`src/rtl/temp_result_pkg.sv`:
```
// How it works
// [RL1] results are 13-bit counts of 0.0625 C, left-justified, low three bits zero
// [RL2] negative temperatures are two's complement in the same 16-bit word
// [RL3] word spans -256 C up to +255.9375 C
// [RL4] two bytes per result, high byte LSB weighs 2 C, low byte 1 C down to 0.0625 C
// [RL5] one local and eight remote channels, each with its own word
// [RL6] slave address picks one of four by the address-select pin
// [RL7] two over-temperature alerts follow limit comparisons of the results
// [RL8] addresses 1001000..1001011 for ground, supply, data line, clock line
// [RL9] writes carry two bytes; word committed at acknowledge of second byte
// [RL10] every byte goes most significant bit first, both directions
// [RL11] a stalled transaction past the bus timeout returns the port to idle
package temp_result_pkg;
    localparam int RESULT_BITS  = 13;
    localparam int PAD_BITS     = 3;
    localparam int WORD_BITS    = 16;
    localparam int NUM_CHANNELS = 9;
    localparam int CHAN_BITS    = 4;

    localparam logic [6:0] SLAVE_ADDR_BASE  = 7'h48;
    localparam logic [7:0] SINGLE_PTR_FIRST = 8'h00;
    localparam logic [7:0] SINGLE_PTR_LAST  = 8'h08;
    localparam logic [7:0] BLOCK_PTR_FIRST  = 8'h80;
    localparam logic [7:0] BLOCK_PTR_LAST   = 8'h88;
    localparam logic [3:0] BYTE_BITS        = 4'h8;
    localparam logic [3:0] NO_CHANNEL       = 4'hf;

    localparam logic [15:0] RESULT_RESET  = 16'h0000;
    localparam logic [7:0]  POINTER_RESET = 8'h00;

    localparam int CORE_CLK_HZ    = 40_000_000;
    localparam int TIMEOUT_MS     = 15;
    localparam int TIMEOUT_CYCLES = TIMEOUT_MS * (CORE_CLK_HZ / 1000);

    typedef enum logic [3:0] {
        ST_IDLE     = 4'h0,
        ST_ADDR     = 4'h1,
        ST_ADDR_ACK = 4'h2,
        ST_PTR      = 4'h3,
        ST_PTR_ACK  = 4'h4,
        ST_WDATA    = 4'h5,
        ST_WACK     = 4'h6,
        ST_RD       = 4'h7,
        ST_RACK     = 4'h8
    } port_state_e;
endpackage

```
`src/rtl/multi_channel_temp_result_format.sv`:
```
module multi_channel_temp_result_format #(
    parameter int TIMEOUT_CYCLES = temp_result_pkg::TIMEOUT_CYCLES
) (
    input  wire logic                                                          core_clk,
    input  wire logic                                                          nrst,
    input  wire logic                                                          sclIn,
    input  wire logic                                                          sdaIn,
    output logic                                                               sdaOut,
    output logic                                                               sdaOeN,
    input  wire logic [1:0]                                                    addrSel,
    input  wire logic                                                          convValid,
    input  wire logic [temp_result_pkg::CHAN_BITS-1:0]                         convChannel,
    input  wire logic [temp_result_pkg::RESULT_BITS-1:0]                       convCount,
    input  wire logic [temp_result_pkg::WORD_BITS*temp_result_pkg::NUM_CHANNELS-1:0] limitFirst,
    input  wire logic [temp_result_pkg::WORD_BITS*temp_result_pkg::NUM_CHANNELS-1:0] limitSecond,
    output logic                                                               overTempAlert,
    output logic                                                               overTempAlertSecond,
    output logic                                                               writeStrobe,
    output logic      [7:0]                                                    writePointer,
    output logic      [temp_result_pkg::WORD_BITS-1:0]                         writeWord
);
    localparam int TW = $clog2(TIMEOUT_CYCLES + 1);

    temp_result_pkg::port_state_e state;

    logic        sclMeta;
    logic        sclSync;
    logic        sclPrev;
    logic        sdaMeta;
    logic        sdaSync;
    logic        sdaPrev;
    logic [1:0]  addrMeta;
    logic [1:0]  addrSync;
    logic        sclRise;
    logic        sclFall;
    logic        startSeen;
    logic        stopSeen;
    logic [6:0]  slaveAddr;
    logic [3:0]  bitCnt;
    logic [7:0]  shift;
    logic        drive;
    logic        readDir;
    logic        byteIdx;
    logic [7:0]  pointer;
    logic [7:0]  wrHigh;
    logic [15:0] wordHold;
    logic [15:0] bankWord;
    logic [3:0]  rdChannel;
    logic        overFirst;
    logic        overSecond;
    logic [TW-1:0] stallCnt;
    logic        timedOut;

    // pins and the address strap come from outside the clock domain
    always_ff @(posedge core_clk) begin
        if (!nrst) begin
            sclMeta  <= 1'b1;
            sclSync  <= 1'b1;
            sclPrev  <= 1'b1;
            sdaMeta  <= 1'b1;
            sdaSync  <= 1'b1;
            sdaPrev  <= 1'b1;
            addrMeta <= 2'h0;
            addrSync <= 2'h0;
        end else begin
            sclMeta  <= sclIn;
            sclSync  <= sclMeta;
            sclPrev  <= sclSync;
            sdaMeta  <= sdaIn;
            sdaSync  <= sdaMeta;
            sdaPrev  <= sdaSync;
            addrMeta <= addrSel;
            addrSync <= addrMeta;
        end
    end

    assign sclRise   = sclSync && !sclPrev;
    assign sclFall   = !sclSync && sclPrev;
    assign startSeen = sclSync && sclPrev && sdaPrev && !sdaSync;
    assign stopSeen  = sclSync && sclPrev && !sdaPrev && sdaSync;
    assign slaveAddr = temp_result_pkg::SLAVE_ADDR_BASE | {5'h00, addrSync}; // [RL6] [RL8]

    // open-drain data: only ever pulls low, enable is active low
    assign sdaOut = 1'b0;
    assign sdaOeN = !drive;

    function automatic logic [3:0] chanOf(input logic [7:0] p);
        chanOf = temp_result_pkg::NO_CHANNEL;
        if ((p >= temp_result_pkg::SINGLE_PTR_FIRST && p <= temp_result_pkg::SINGLE_PTR_LAST) ||
            (p >= temp_result_pkg::BLOCK_PTR_FIRST && p <= temp_result_pkg::BLOCK_PTR_LAST)) begin
            chanOf = p[3:0];
        end
    endfunction

    assign rdChannel = chanOf(pointer);

    result_bank bank (
        .core_clk    (core_clk),
        .nrst        (nrst),
        .convValid   (convValid),
        .convChannel (convChannel),
        .convCount   (convCount),
        .rdChannel   (rdChannel),
        .limitFirst  (limitFirst),
        .limitSecond (limitSecond),
        .rdWord      (bankWord),
        .overFirst   (overFirst),
        .overSecond  (overSecond)
    );

    always_ff @(posedge core_clk) begin
        if (!nrst) begin
            overTempAlert       <= 1'b0;
            overTempAlertSecond <= 1'b0;
        end else begin
            overTempAlert       <= overFirst; // [RL7]
            overTempAlertSecond <= overSecond; // [RL7]
        end
    end

    // clock held low mid-transaction counts toward the timeout
    always_ff @(posedge core_clk) begin
        if (!nrst || state == temp_result_pkg::ST_IDLE || sclSync) begin
            stallCnt <= '0;
        end else if (!timedOut) begin
            stallCnt <= stallCnt + TW'(1); // [RL11]
        end
    end

    assign timedOut = stallCnt == TW'(TIMEOUT_CYCLES - 1);

    always_ff @(posedge core_clk) begin
        if (!nrst) begin
            state        <= temp_result_pkg::ST_IDLE;
            bitCnt       <= 4'h0;
            shift        <= 8'h00;
            drive        <= 1'b0;
            readDir      <= 1'b0;
            byteIdx      <= 1'b0;
            pointer      <= temp_result_pkg::POINTER_RESET;
            wrHigh       <= 8'h00;
            wordHold     <= temp_result_pkg::RESULT_RESET;
            writeStrobe  <= 1'b0;
            writePointer <= temp_result_pkg::POINTER_RESET;
            writeWord    <= temp_result_pkg::RESULT_RESET;
        end else begin
            writeStrobe <= 1'b0;
            if (timedOut || stopSeen) begin
                state <= temp_result_pkg::ST_IDLE; // [RL11]
                drive <= 1'b0;
            end else if (startSeen) begin
                state  <= temp_result_pkg::ST_ADDR;
                bitCnt <= 4'h0;
                drive  <= 1'b0;
            end else begin
                unique case (state)
                    temp_result_pkg::ST_IDLE: begin
                    end
                    temp_result_pkg::ST_ADDR, temp_result_pkg::ST_PTR, temp_result_pkg::ST_WDATA: begin
                        if (sclRise && bitCnt < temp_result_pkg::BYTE_BITS) begin
                            shift  <= {shift[6:0], sdaSync}; // [RL10]
                            bitCnt <= bitCnt + 4'h1;
                        end else if (sclFall && bitCnt == temp_result_pkg::BYTE_BITS) begin
                            bitCnt <= 4'h0;
                            if (state == temp_result_pkg::ST_ADDR) begin
                                if (shift[7:1] == slaveAddr) begin // [RL8]
                                    readDir <= shift[0];
                                    drive   <= 1'b1;
                                    state   <= temp_result_pkg::ST_ADDR_ACK;
                                end else begin
                                    state <= temp_result_pkg::ST_IDLE;
                                end
                            end else if (state == temp_result_pkg::ST_PTR) begin
                                pointer <= shift;
                                drive   <= 1'b1;
                                state   <= temp_result_pkg::ST_PTR_ACK;
                            end else begin
                                drive <= 1'b1;
                                state <= temp_result_pkg::ST_WACK;
                                if (byteIdx) begin
                                    writeStrobe  <= 1'b1; // [RL9]
                                    writeWord    <= {wrHigh, shift};
                                    writePointer <= pointer;
                                end else begin
                                    wrHigh <= shift;
                                end
                            end
                        end
                    end
                    temp_result_pkg::ST_ADDR_ACK: begin
                        if (sclFall) begin
                            if (readDir) begin
                                // latch the whole word so both bytes come from one conversion
                                wordHold <= bankWord;
                                drive    <= !bankWord[15]; // [RL4] [RL10]
                                shift    <= {bankWord[14:8], 1'b0};
                                bitCnt   <= 4'h1;
                                byteIdx  <= 1'b0;
                                state    <= temp_result_pkg::ST_RD;
                            end else begin
                                drive   <= 1'b0;
                                bitCnt  <= 4'h0;
                                state   <= temp_result_pkg::ST_PTR;
                            end
                        end
                    end
                    temp_result_pkg::ST_PTR_ACK, temp_result_pkg::ST_WACK: begin
                        if (sclFall) begin
                            drive   <= 1'b0;
                            byteIdx <= (state == temp_result_pkg::ST_WACK) ? !byteIdx : 1'b0; // [RL9]
                            state   <= temp_result_pkg::ST_WDATA;
                        end
                    end
                    temp_result_pkg::ST_RD: begin
                        if (sclFall) begin
                            if (bitCnt < temp_result_pkg::BYTE_BITS) begin
                                drive  <= !shift[7]; // [RL10]
                                shift  <= {shift[6:0], 1'b0};
                                bitCnt <= bitCnt + 4'h1;
                            end else begin
                                drive  <= 1'b0;
                                bitCnt <= 4'h0;
                                state  <= temp_result_pkg::ST_RACK;
                            end
                        end
                    end
                    temp_result_pkg::ST_RACK: begin
                        if (sclRise && sdaSync) begin
                            state <= temp_result_pkg::ST_IDLE;
                        end else if (sclFall) begin
                            bitCnt <= 4'h1;
                            state  <= temp_result_pkg::ST_RD;
                            if (!byteIdx) begin
                                drive   <= !wordHold[7]; // [RL4]
                                shift   <= {wordHold[6:0], 1'b0};
                                byteIdx <= 1'b1;
                                // pointers at or above the mirror range start walk through channels; at or past its end they wrap to its start
                                if (pointer >= temp_result_pkg::BLOCK_PTR_FIRST) begin
                                    pointer <= (pointer >= temp_result_pkg::BLOCK_PTR_LAST) ?
                                               temp_result_pkg::BLOCK_PTR_FIRST : pointer + 8'h01;
                                end
                            end else begin
                                wordHold <= bankWord;
                                drive    <= !bankWord[15];
                                shift    <= {bankWord[14:8], 1'b0};
                                byteIdx  <= 1'b0;
                            end
                        end
                    end
                    default: begin
                        state <= temp_result_pkg::ST_IDLE;
                    end
                endcase
            end
        end
    end
endmodule

```
`src/rtl/result_bank.sv`:
```
module result_bank (
    input  wire logic                                                          core_clk,
    input  wire logic                                                          nrst,
    input  wire logic                                                          convValid,
    input  wire logic [temp_result_pkg::CHAN_BITS-1:0]                         convChannel,
    input  wire logic [temp_result_pkg::RESULT_BITS-1:0]                       convCount,
    input  wire logic [temp_result_pkg::CHAN_BITS-1:0]                         rdChannel,
    input  wire logic [temp_result_pkg::WORD_BITS*temp_result_pkg::NUM_CHANNELS-1:0] limitFirst,
    input  wire logic [temp_result_pkg::WORD_BITS*temp_result_pkg::NUM_CHANNELS-1:0] limitSecond,
    output logic      [temp_result_pkg::WORD_BITS-1:0]                         rdWord,
    output logic                                                               overFirst,
    output logic                                                               overSecond
);
    localparam int W = temp_result_pkg::WORD_BITS;
    localparam int N = temp_result_pkg::NUM_CHANNELS;

    logic [W-1:0] words [N];

    // count sits left-justified; sign travels with the count
    function automatic logic [W-1:0] toWord(input logic [temp_result_pkg::RESULT_BITS-1:0] c);
        toWord = {c, {temp_result_pkg::PAD_BITS{1'b0}}}; // [RL1] [RL2] [RL3]
    endfunction

    always_ff @(posedge core_clk) begin
        for (int i = 0; i < N; i++) begin
            if (!nrst) begin
                words[i] <= temp_result_pkg::RESULT_RESET;
            end else if (convValid && convChannel == 4'(i)) begin
                words[i] <= toWord(convCount); // [RL5]
            end
        end
    end

    always_comb begin
        rdWord = temp_result_pkg::RESULT_RESET;
        if (rdChannel < 4'(N)) begin
            rdWord = words[rdChannel];
        end
    end

    always_comb begin
        overFirst  = 1'b0;
        overSecond = 1'b0;
        for (int i = 0; i < N; i++) begin
            if ($signed(words[i]) > $signed(limitFirst[i*W +: W])) begin
                overFirst = 1'b1; // [RL7]
            end
            if ($signed(words[i]) > $signed(limitSecond[i*W +: W])) begin
                overSecond = 1'b1; // [RL7]
            end
        end
    end
endmodule

```
`config.mk`:
```
export PLATFORM = sky130hd
export DESIGN_NAME = multi_channel_temp_result_format
export DESIGN_NICKNAME = d
export VERILOG_FILES = /design/src/rtl/temp_result_pkg.sv /design/src/rtl/multi_channel_temp_result_format.sv /design/src/rtl/result_bank.sv
export SDC_FILE = /design/constraint.sdc
export NUM_CORES = 1
export LEC_CHECK = 0
export ABC_AREA = 1
export BUFFER_PORTS_ARGS = -buffer_cell sky130_fd_sc_hd__clkbuf_2
export CORE_MARGIN = 5
export CORE_UTILIZATION = 45
export DETAILED_ROUTE_END_ITERATION = 12
export PLACE_DENSITY = 0.63
export RECOVER_POWER = 25
export SLEW_MARGIN = 20
export SYNTH_ARGS = -nofsm -noshare
export SYNTH_HDL_FRONTEND = slang
export SYNTH_HIERARCHICAL = 1
export SYNTH_SLANG_ARGS = --single-unit
```
`constraint.sdc`:
```
create_clock -name core_clk -period 3.65 [get_ports core_clk]
set_clock_uncertainty 0.05 [all_clocks]
set_input_delay 0.365 -clock core_clk [delete_from_list [all_inputs] [get_ports core_clk]]
set_output_delay 0.365 -clock core_clk [all_outputs]
set_load 0.005 [all_outputs]
```
==> flow_metrics.tcl, run 1 <==
set metrics [dict create \
    fp.dieW_um 206 \
    holdPathStages 2 \
    grt_max_degree 65 \
    min_path_type "input pin to flop" \
    ys_seq_elements 217 \
    mostFrequentLayoutCells "492 x nand2_1, 458 x nor2_1, 434 x inv_1" \
    grt_most_used_layer "met2" \
    numPortBuffers 339 \
    hold_viol 0 \
    cts_root_buf "clkbuf_16" \
    cpPeakStageDelay_ns 0.46 \
    grt_pass1_vias 16100 \
    crit_type "flop to flop" \
    reg2reg_slack_ns 0.39 \
    initial_core_util_pct 45.3 \
    layout_commonest_cell "nand2_1" \
    detail_route.wl_per_cell_um 16.8 \
    path_max_fanout 53 \
    finalSetupTns_ns 0 \
    die_height_um 206 \
    diodes 0 \
    rsz0062_at_grt "false" \
    vdd_drop_max_v 0.000265 \
    firstDrtPassIters 7 \
    core_um2 38400 \
    overflow 0 \
    grt_util_met1_pct 36.0 \
    post_cts_buffers 0 \
    crit_arrival_ns 3.66 \
    clk_path_buf_depth 3 \
    drv_slew 14 \
    grt_pass1_wl_um 86600 \
    ios 341 \
    p_leak_nw 10.8 \
    fmax_ghz 0.307 \
    slowest_stage "dfxtp_1" \
    path_cells "inv_1 -> ha_1 -> a21oi_1 -> nor2_1 -> o22ai_1 -> inv_1 -> nand2_1 -> buf_4 -> o21ai_0 -> o22ai_1 -> nand2_1 -> a31oi_1 -> inv_1 -> o21ai_0 -> nand2_1 -> o221ai_1 -> nor2_1 -> nand2_1 -> nand2_1 -> nor2_1" \
    die_area_um2 42600 \
    r2r_start "pointer[0]" \
    cp-end-kind "flop" \
    globalplace.congestion 0.924 \
    grt_usage_pct 25.8 \
    area_delta_synth_final_pct 17.1 \
    netlist_area_um2 17400 \
    final_nets 3365 \
    routed_wl_um 56400 \
    worst-slew-pin-transition_ns 1.85 \
    tritoncts "built" \
    place_hpwl_um 46000 \
    rr_endpoint "shift[6]" \
    drc 0 \
    place_inst 3300 \
    vias 17200 \
    syn-instance-count 2489 \
    violations "max-capacitance violations, max-slew violations" \
    grt.met3_usage_pct 4.05 \
    htree_levels 1 \
    ys_types 50 \
    synth_warnings 6 \
    cts_num_sinks 217 \
    rows 72 \
    outcome "finished, violations left" \
    drtAntennaViolNets 0 \
    final_util_pct 53.0 \
    final.period_utilization_pct 89.2 \
    met2_usage_pct 42.0 \
    cts_buffers 25 \
    min_from "nrst" \
    ys_seq_area_share_pct 31.8 \
    hold_slack_ns 0.0499 \
    drive_gt1_share_pct 14.6 \
    drv_cap 1 \
    cp.required_ns 4.06 \
    min_to "sclPrev" \
    clkTransAtPathRegs_ns 0.06 \
    drt_iter0_markers 1316 \
    maxSlewHeadroom_pct -24.7 \
    viasPerCell 5.13 \
    r2r_cells 20 \
    fin_cells 3350 \
    antenna_found_initial 1 \
    finalSetupViolCount 0 \
    powerDensity_nw_per_um2 330 \
    crit_top_cell "nand2_1" \
    clock_latency_ns 0.54 \
    start_kind "flop" \
    syn_avg_cell_area_um2 6.98 \
    final.min_clock_period_ns 3.26 \
]
-- kinds of logic (layout without fill, tap and decap cells) --
logic type,Yosys count,after routing,synth area share (%)
XOR/XNOR,8,8,0.403
AND/OR/NAND/NOR,1162,1162,27.9
buffers and inverters,517,858,11.8
other,2,4,0.0432
flip-flops,217,217,31.8
AO/OA/AOI/OAI,343,343,10.8
adder cells (fa/ha/maj),240,240,17.3
-- metrics by stage --
step                area, um^2  setup WS [ns]  power, W
CTS                      20400          0.319   0.00674
detailed placement       19500          0.343   0.00413
floorplan                17400           1.13   0.00360
finish                   20300          0.393   0.00671
global route             20300        0.00144   0.00704
global placement         19500          0.459   0.00408
-- how the worst max path moves through the flow --
| stage | slack [ns] | endpoint | cells past startpoint | start |
|---|---|---|---|---|
| after detailed placement | 0.34 | shift[6] | 20 | pointer[4] |
| after CTS | 0.32 | shift[6] | 20 | pointer[4] |
| final | 0.39 | shift[6] | 20 | pointer[0] |
| after global placement | 0.46 | shift[6] | 20 | pointer[4] |
| after floorplan | 1.13 | shift[7] | 21 | pointer[0] |
| after global routing | 0.001 | shift[1] | 22 | pointer[0] |
-- critical path: cells and delay by family (launching register included) --
kind            cells  cell delay, ns
flops               1            0.46
buf+inv             4            0.70
simple gates        8            0.58
compound gates      7            1.14
fa+ha+maj           1            0.21
-- state kept, by name, indices dropped and copies added, names as in the netlist, 2 cells and up --
signal        flops
wordHold          8
addrMeta          2
stallCnt         20
state             4
bank/words      117
bitCnt            4
pointer           8
wrHigh            8
addrSync          2
shift             8
writeWord        16
writePointer      8
-- synth_stat cells, drive strengths merged --
cell type,n,area share (%)
nand2,497,11
nor2,468,10
inv,442,9.6
ha,240,17
o21ai,150,4.3
edfxtp,117,20
a21oi,115,3.3
nand3,105,3.2
dfxtp,100,12
buf,38,1.4
nand4,36,1.3
nor3,34,1.1
o22ai,31,1.1
clkbuf,21,0.45
clkinv,16,0.37
a21o,14,0.61
a31oi,10,0.36
o221ai,8,0.40
or2,7,0.25
nand3b,6,0.26
o211ai,6,0.26
xnor2,5,0.25
o21bai,4,0.17
nor3b,3,0.19
nor4,3,0.19
o21a,3,0.13
xor2,3,0.15
conb,2,0.043
a211oi,1,0.043
a31o,1,0.050
and3b,1,0.050
nor4b,1,0.050
or3,1,0.036
-- cell type report --
type | instances | area [um^2]
well taps | 518 | 648
flip-flops and latches | 217 | 5520
clock inverters | 11 | 161
fillers | 3851 | 18000
repair buffers | 354 | 1780
clock buffers | 35 | 683
inverters | 458 | 1730
multi-input cells | 1757 | 9810
-- report_power, final --
| part | switching, W | internal [W] |
|---|---|---|
| Combinational | 0.000742 | 0.000510 |
| Clock | 0.00103 | 0.00159 |
| Sequential | 0.000164 | 0.00267 |
| Total | 0.00194 | 0.00477 |
-- layer usage --
metal / vias to the layer above / part of all wire [%]
li1: 8669 / -
met1: 7784 / 45
met2: 628 / 44
met3: 91 / 8.0
met4: 2 / 2.9
met5: - / 0.023
-- timing repair --
action,in CTS,in global routing
gates resized for setup,0,4
endpoints found under the setup margin,0,5
hold buffers,4,0
endpoints found under the hold margin,4,0
No activity file was read; power rests on OpenSTA's default activity.
==> run 2: changes to the inputs <==
- CORE_MARGIN: 5 -> not set
==> flow_metrics.tcl, run 2 (same netlist as run 1, synthesis figures left out) <==
set metrics [dict create \
    outcome "completed" \
    final_nets 3366 \
    finalWorstSetupSlack_ns 0.271 \
    drc 0 \
    tritoncts "built" \
    slowest_stage "inv_2" \
    place_hpwl_um 45000 \
    cp.buffers_inverters 4 \
    path_max_fanout 42 \
    clkTransAtPathRegs_ns 0.07 \
    crit_arrival_ns 3.75 \
    fmax_ghz 0.296 \
    drive_gt1_share_pct 15.2 \
    maxSlewHeadroom_pct 46.4 \
    firstDrtPassIters 7 \
    drv_slew 0 \
    rows 71 \
    drv_cap 0 \
    detail_route.wl_per_cell_um 16.6 \
    htree_levels 1 \
    grt_usage_pct 28.2 \
    largest_reg_flops 117 \
    vdd_drop_max_v 0.000238 \
    routed_wl_um 55500 \
    finalSetupTns_ns 0 \
    antenna_found_initial 0 \
    start_kind "flop" \
    overflow 0 \
    grt_pass1_vias 16200 \
    grt_pass1_wl_um 86000 \
    rsz0062_at_grt "true" \
    hold_slack_ns 0.354 \
    crit_type "flop to flop" \
    cpPeakStageDelay_ns 0.48 \
    ios 341 \
    grt_max_degree 69 \
    area_delta_synth_final_pct 17.2 \
    place_ws_ns 0.342 \
    final.min_clock_period_ns 3.38 \
    hold_viol 0 \
    drt_iter0_markers 1162 \
    nFillCells 3785 \
    final.period_utilization_pct 92.6 \
    die_area_um2 39400 \
    power.total_w 0.00669 \
    numPortBuffers 339 \
    cp-end-kind "flop" \
    viasPerCell 5.13 \
    p_leak_nw 10.9 \
    crit_top_cell "nand2_1" \
    powerDensity_nw_per_um2 329 \
    die_height_um 198 \
    globalplace.congestion 0.944 \
    min_path_type "input pin to flop" \
    finalSetupViolCount 0 \
    core_um2 37800 \
    diodes 0 \
    layout_commonest_cell "nand2_1" \
    largest_registers "bank/words (117), stallCnt (20), writeWord (16)" \
    cts_root_buf "clkbuf_16" \
    cp.required_ns 4.02 \
    cts_num_sinks 217 \
    clock_latency_ns 0.55 \
    vias 17200 \
    largest-register "bank/words" \
    fp.dieW_um 198 \
    clk_path_buf_depth 3 \
    cts_buffers 24 \
    path_cells "nor3_1 -> inv_1 -> nor4_1 -> o22ai_1 -> inv_1 -> nand2_1 -> inv_2 -> buf_4 -> o21ai_0 -> o22ai_1 -> o211ai_1 -> nand2_1 -> nand2_1 -> nand3_1 -> nand3_1 -> nor2_1 -> nand3_1 -> nand2_1 -> nor2_1" \
    post_cts_buffers 0 \
    worst-slew-pin-transition_ns 0.804 \
    mostFrequentLayoutCells "492 x nand2_1, 458 x nor2_1, 434 x inv_1" \
    initial_core_util_pct 45.9 \
    critPathTopFamily "simple AND/OR/NAND/NOR gates" \
    drtAntennaViolNets 0 \
]
run 2: worst reg2reg max path: stages (launching register included):
cell and delay, ns:
dfxtp_1 0.36, nor3_1 0.35, inv_1 0.11, nor4_1 0.22, o22ai_1 0.11, inv_1 0.11
nand2_1 0.11, inv_2 0.48, buf_4 0.28, o21ai_0 0.09, o22ai_1 0.17, o211ai_1 0.15
nand2_1 0.16, nand2_1 0.07, nand3_1 0.09, nand3_1 0.08, nor2_1 0.09, nand3_1 0.08
nand2_1 0.07, nor2_1 0.04
run 2: power by group:
| group | internal (W) | switching, W | leakage, nW |
|---|---|---|---|
| clock | 0.00155 | 0.00105 | 0.416 |
| sequential | 0.00267 | 0.000161 | 1.93 |
| combinational | 0.000511 | 0.000748 | 8.56 |
| total | 0.00473 | 0.00196 | 10.9 |
run 2: final cells by class:
type | instances | area (um^2) | area share [%]
Multi-Input combinational cell | 1757 | 9800 | 48.2
Inverter | 458 | 1730 | 8.48
Timing Repair Buffer | 356 | 1810 | 8.91
Clock buffer | 35 | 736 | 3.62
Clock inverter | 9 | 116 | 0.572
Tap cell | 511 | 639 | 3.14
Sequential cell | 217 | 5520 | 27.1
run 2: stage by stage:
stage               instances  instance area (um^2)  utilization (%)
floorplan                2491                 17400                -
global route             3343                 20400             53.8
CTS                      3343                 20400             53.8
detailed placement       3295                 19500             51.5
global placement         3295                 19500             51.5
finish                   3343                 20400             53.8
run 2: what timing repair did:
action / CTS / global route
hold buffers: 4 / 0
gates resized for setup: 0 / 1
endpoints found under the setup margin: 0 / 7
endpoints found under the hold margin: 4 / 0
run 2: final timing paths:
| path | from | end | slack (ns) | cells past startpoint |
|---|---|---|---|---|
| max | pointer[4] | drive | 0.27 | 19 |
| min | convCount[2] | bank/words[5][2] | 0.35 | 3 |
| max reg2reg | pointer[4] | drive | 0.27 | 19 |
| min reg2reg | addrMeta[1] | addrSync[1] | 0.37 | 2 |
run 2: metal layers:
metal	up-vias	GRT usage, %	share of wire, %
met4	0	7.26	2.7
li1	8662	-	-
met1	7836	39.0	46
met5	-	0	0
met2	588	47.0	45
met3	80	2.73	6.2
==> run 3: changes to the inputs <==
- MAX_ROUTING_LAYER: not set -> met4
==> flow_metrics.tcl, run 3 (same netlist as run 1, synthesis figures left out) <==
set metrics [dict create \
    cpPeakStageDelay_ns 0.39 \
    viasPerCell 5.13 \
    ios 341 \
    worst-slew-pin-transition_ns 0.797 \
    p_leak_nw 10.9 \
    die_area_um2 39400 \
    clkTransAtPathRegs_ns 0.07 \
    reg2reg_slack_ns 0.36 \
    clk_path_buf_depth 3 \
    path_max_fanout 27 \
    largest_reg_flops 117 \
    finalSetupViolCount 0 \
    globalplace.congestion 0.949 \
    powerDensity_nw_per_um2 337 \
    final_util_pct 53.9 \
    crit_top_cell "nand2_1" \
    rsz0062_at_grt "false" \
    r2r_start "pointer[4]" \
    fp.dieW_um 198 \
    post_cts_buffers 0 \
    nFillCells 3704 \
    multi_input_area_um2 9810 \
    final.period_utilization_pct 90.0 \
    detail_route.wl_per_cell_um 16.6 \
    rr_endpoint "shift[6]" \
    tritoncts "built" \
    min_to "bank/words[6][4]" \
    finalInstanceArea_um2 20400 \
    start_kind "flop" \
    maxSlewHeadroom_pct 46.9 \
    cp-end-kind "flop" \
    drive_gt1_share_pct 15.2 \
    largest_registers "bank/words (117), stallCnt (20), writeWord (16)" \
    routed_wl_um 55600 \
    path_cells "nor3_1 -> nand2_1 -> nand2_1 -> o22ai_1 -> inv_1 -> nand2_1 -> buf_4 -> nor2_1 -> nand2_1 -> nand2_2 -> o21ai_0 -> a31oi_1 -> inv_1 -> o21ai_0 -> nand2_1 -> o221ai_1 -> nor2_1 -> nand2_1 -> nand2_1 -> nor2_1" \
    slowest_stage "nor3_1" \
    rows 71 \
    vdd_drop_max_v 0.000249 \
    cts_buffers 25 \
    fmax_ghz 0.304 \
    htree_levels 1 \
    cts_num_sinks 217 \
    finalSetupTns_ns 0 \
    initial_core_util_pct 45.9 \
    diodes 0 \
    grt_pass1_wl_um 86100 \
    holdPathStages 3 \
    critPathTopFamily "simple AND/OR/NAND/NOR gates" \
    drv_cap 0 \
    cp.required_ns 4.08 \
    drt_iter0_markers 1343 \
    overflow 0 \
    hold_viol 0 \
    mostFrequentLayoutCells "491 x nand2_1, 458 x nor2_1, 434 x inv_1" \
    cp.buffers_inverters 3 \
    outcome "completed" \
    min_from "convCount[4]" \
    vias 17100 \
    final.min_clock_period_ns 3.29 \
    crit_type "flop to flop" \
    antenna_found_initial 0 \
    clock_latency_ns 0.55 \
    place_hpwl_um 45000 \
    regArea_um2 5520 \
    place_inst 3295 \
    grt_pass1_vias 16000 \
    fin_cells 3345 \
    core_um2 37800 \
    min_path_type "input pin to flop" \
    largest-register "bank/words" \
    drtAntennaViolNets 0 \
    grt_usage_pct 29.1 \
    numPortBuffers 339 \
    drv_slew 0 \
    crit_arrival_ns 3.71 \
    r2r_cells 20 \
    drc 0 \
    area_delta_synth_final_pct 17.4 \
    placed_area_um2 19500 \
    firstDrtPassIters 5 \
    layout_commonest_cell "nand2_1" \
    hold_slack_ns 0.351 \
    cts_root_buf "clkbuf_16" \
    die_height_um 198 \
    grt_max_degree 69 \
    final_nets 3367 \
]
-- run 3: changes by cell type in the layout (fill, tap and decap cells not counted), sizes merged --
| cell | before | now |
|---|---|---|
| clkinvlp | 2 | 5 |
| bufinv | 2 | 6 |
| clkinv | 20 | 19 |
| clkbuf | 379 | 374 |
| inv | 443 | 444 |
-- run 3: worst min-delay path: stages --
cell	delay (ns)
clkbuf_2	0.09
clkinv_1	0.23
nor2_1	0.08
-- run 3: per-stage QoR --
step	power [W]	worst slack, ns
5_1_grt	0.00717	0.0415
6_report	0.00687	0.364
3_5_place_dp	0.00413	0.374
2_1_floorplan	0.00360	1.13
4_1_cts	0.00688	0.349
3_3_place_gp	0.00409	0.497
-- run 3: power breakdown --
group          switching, W  internal (W)  leakage [nW]  total (W)
combinational      0.000747      0.000511          8.56    0.00126
clock               0.00109       0.00169         0.416    0.00278
sequential         0.000160       0.00267          1.93    0.00283
total               0.00200       0.00487          10.9    0.00687
-- run 3: repair_timing --
action | 4_1_cts | 5_1_grt
hold buffers | 4 | 0
setup endpoints to repair | 0 | 7
resized for setup | 0 | 4
hold endpoints to repair | 4 | 0
-- run 3: area by class of cell --
cell class	instances	share of cell area, %
inverters	458	8.48
multi-input cells	1757	48.1
well taps	511	3.13
repair buffers	356	8.89
clock inverters	16	1.22
flip-flops and latches	217	27.0
clock buffers	30	3.16
-- run 3: layer usage --
layer	up-vias	wire (um)	GRT usage [%]
met1	7822	25200	39.3
met2	594	25400	47.1
li1	8659	-	-
met5	-	0	-
met3	73	3740	2.88
met4	0	1240	6.47
-- run 3: how the worst max path moves through the flow --
stage / endpoint / startpoint / cells past startpoint
6_report: shift[6] / pointer[4] / 20
5_1_grt: shift[6] / pointer[4] / 20
4_1_cts: drive / pointer[4] / 19
3_5_place_dp: drive / pointer[4] / 19
3_3_place_gp: shift[6] / pointer[4] / 19
2_1_floorplan: shift[7] / pointer[0] / 21
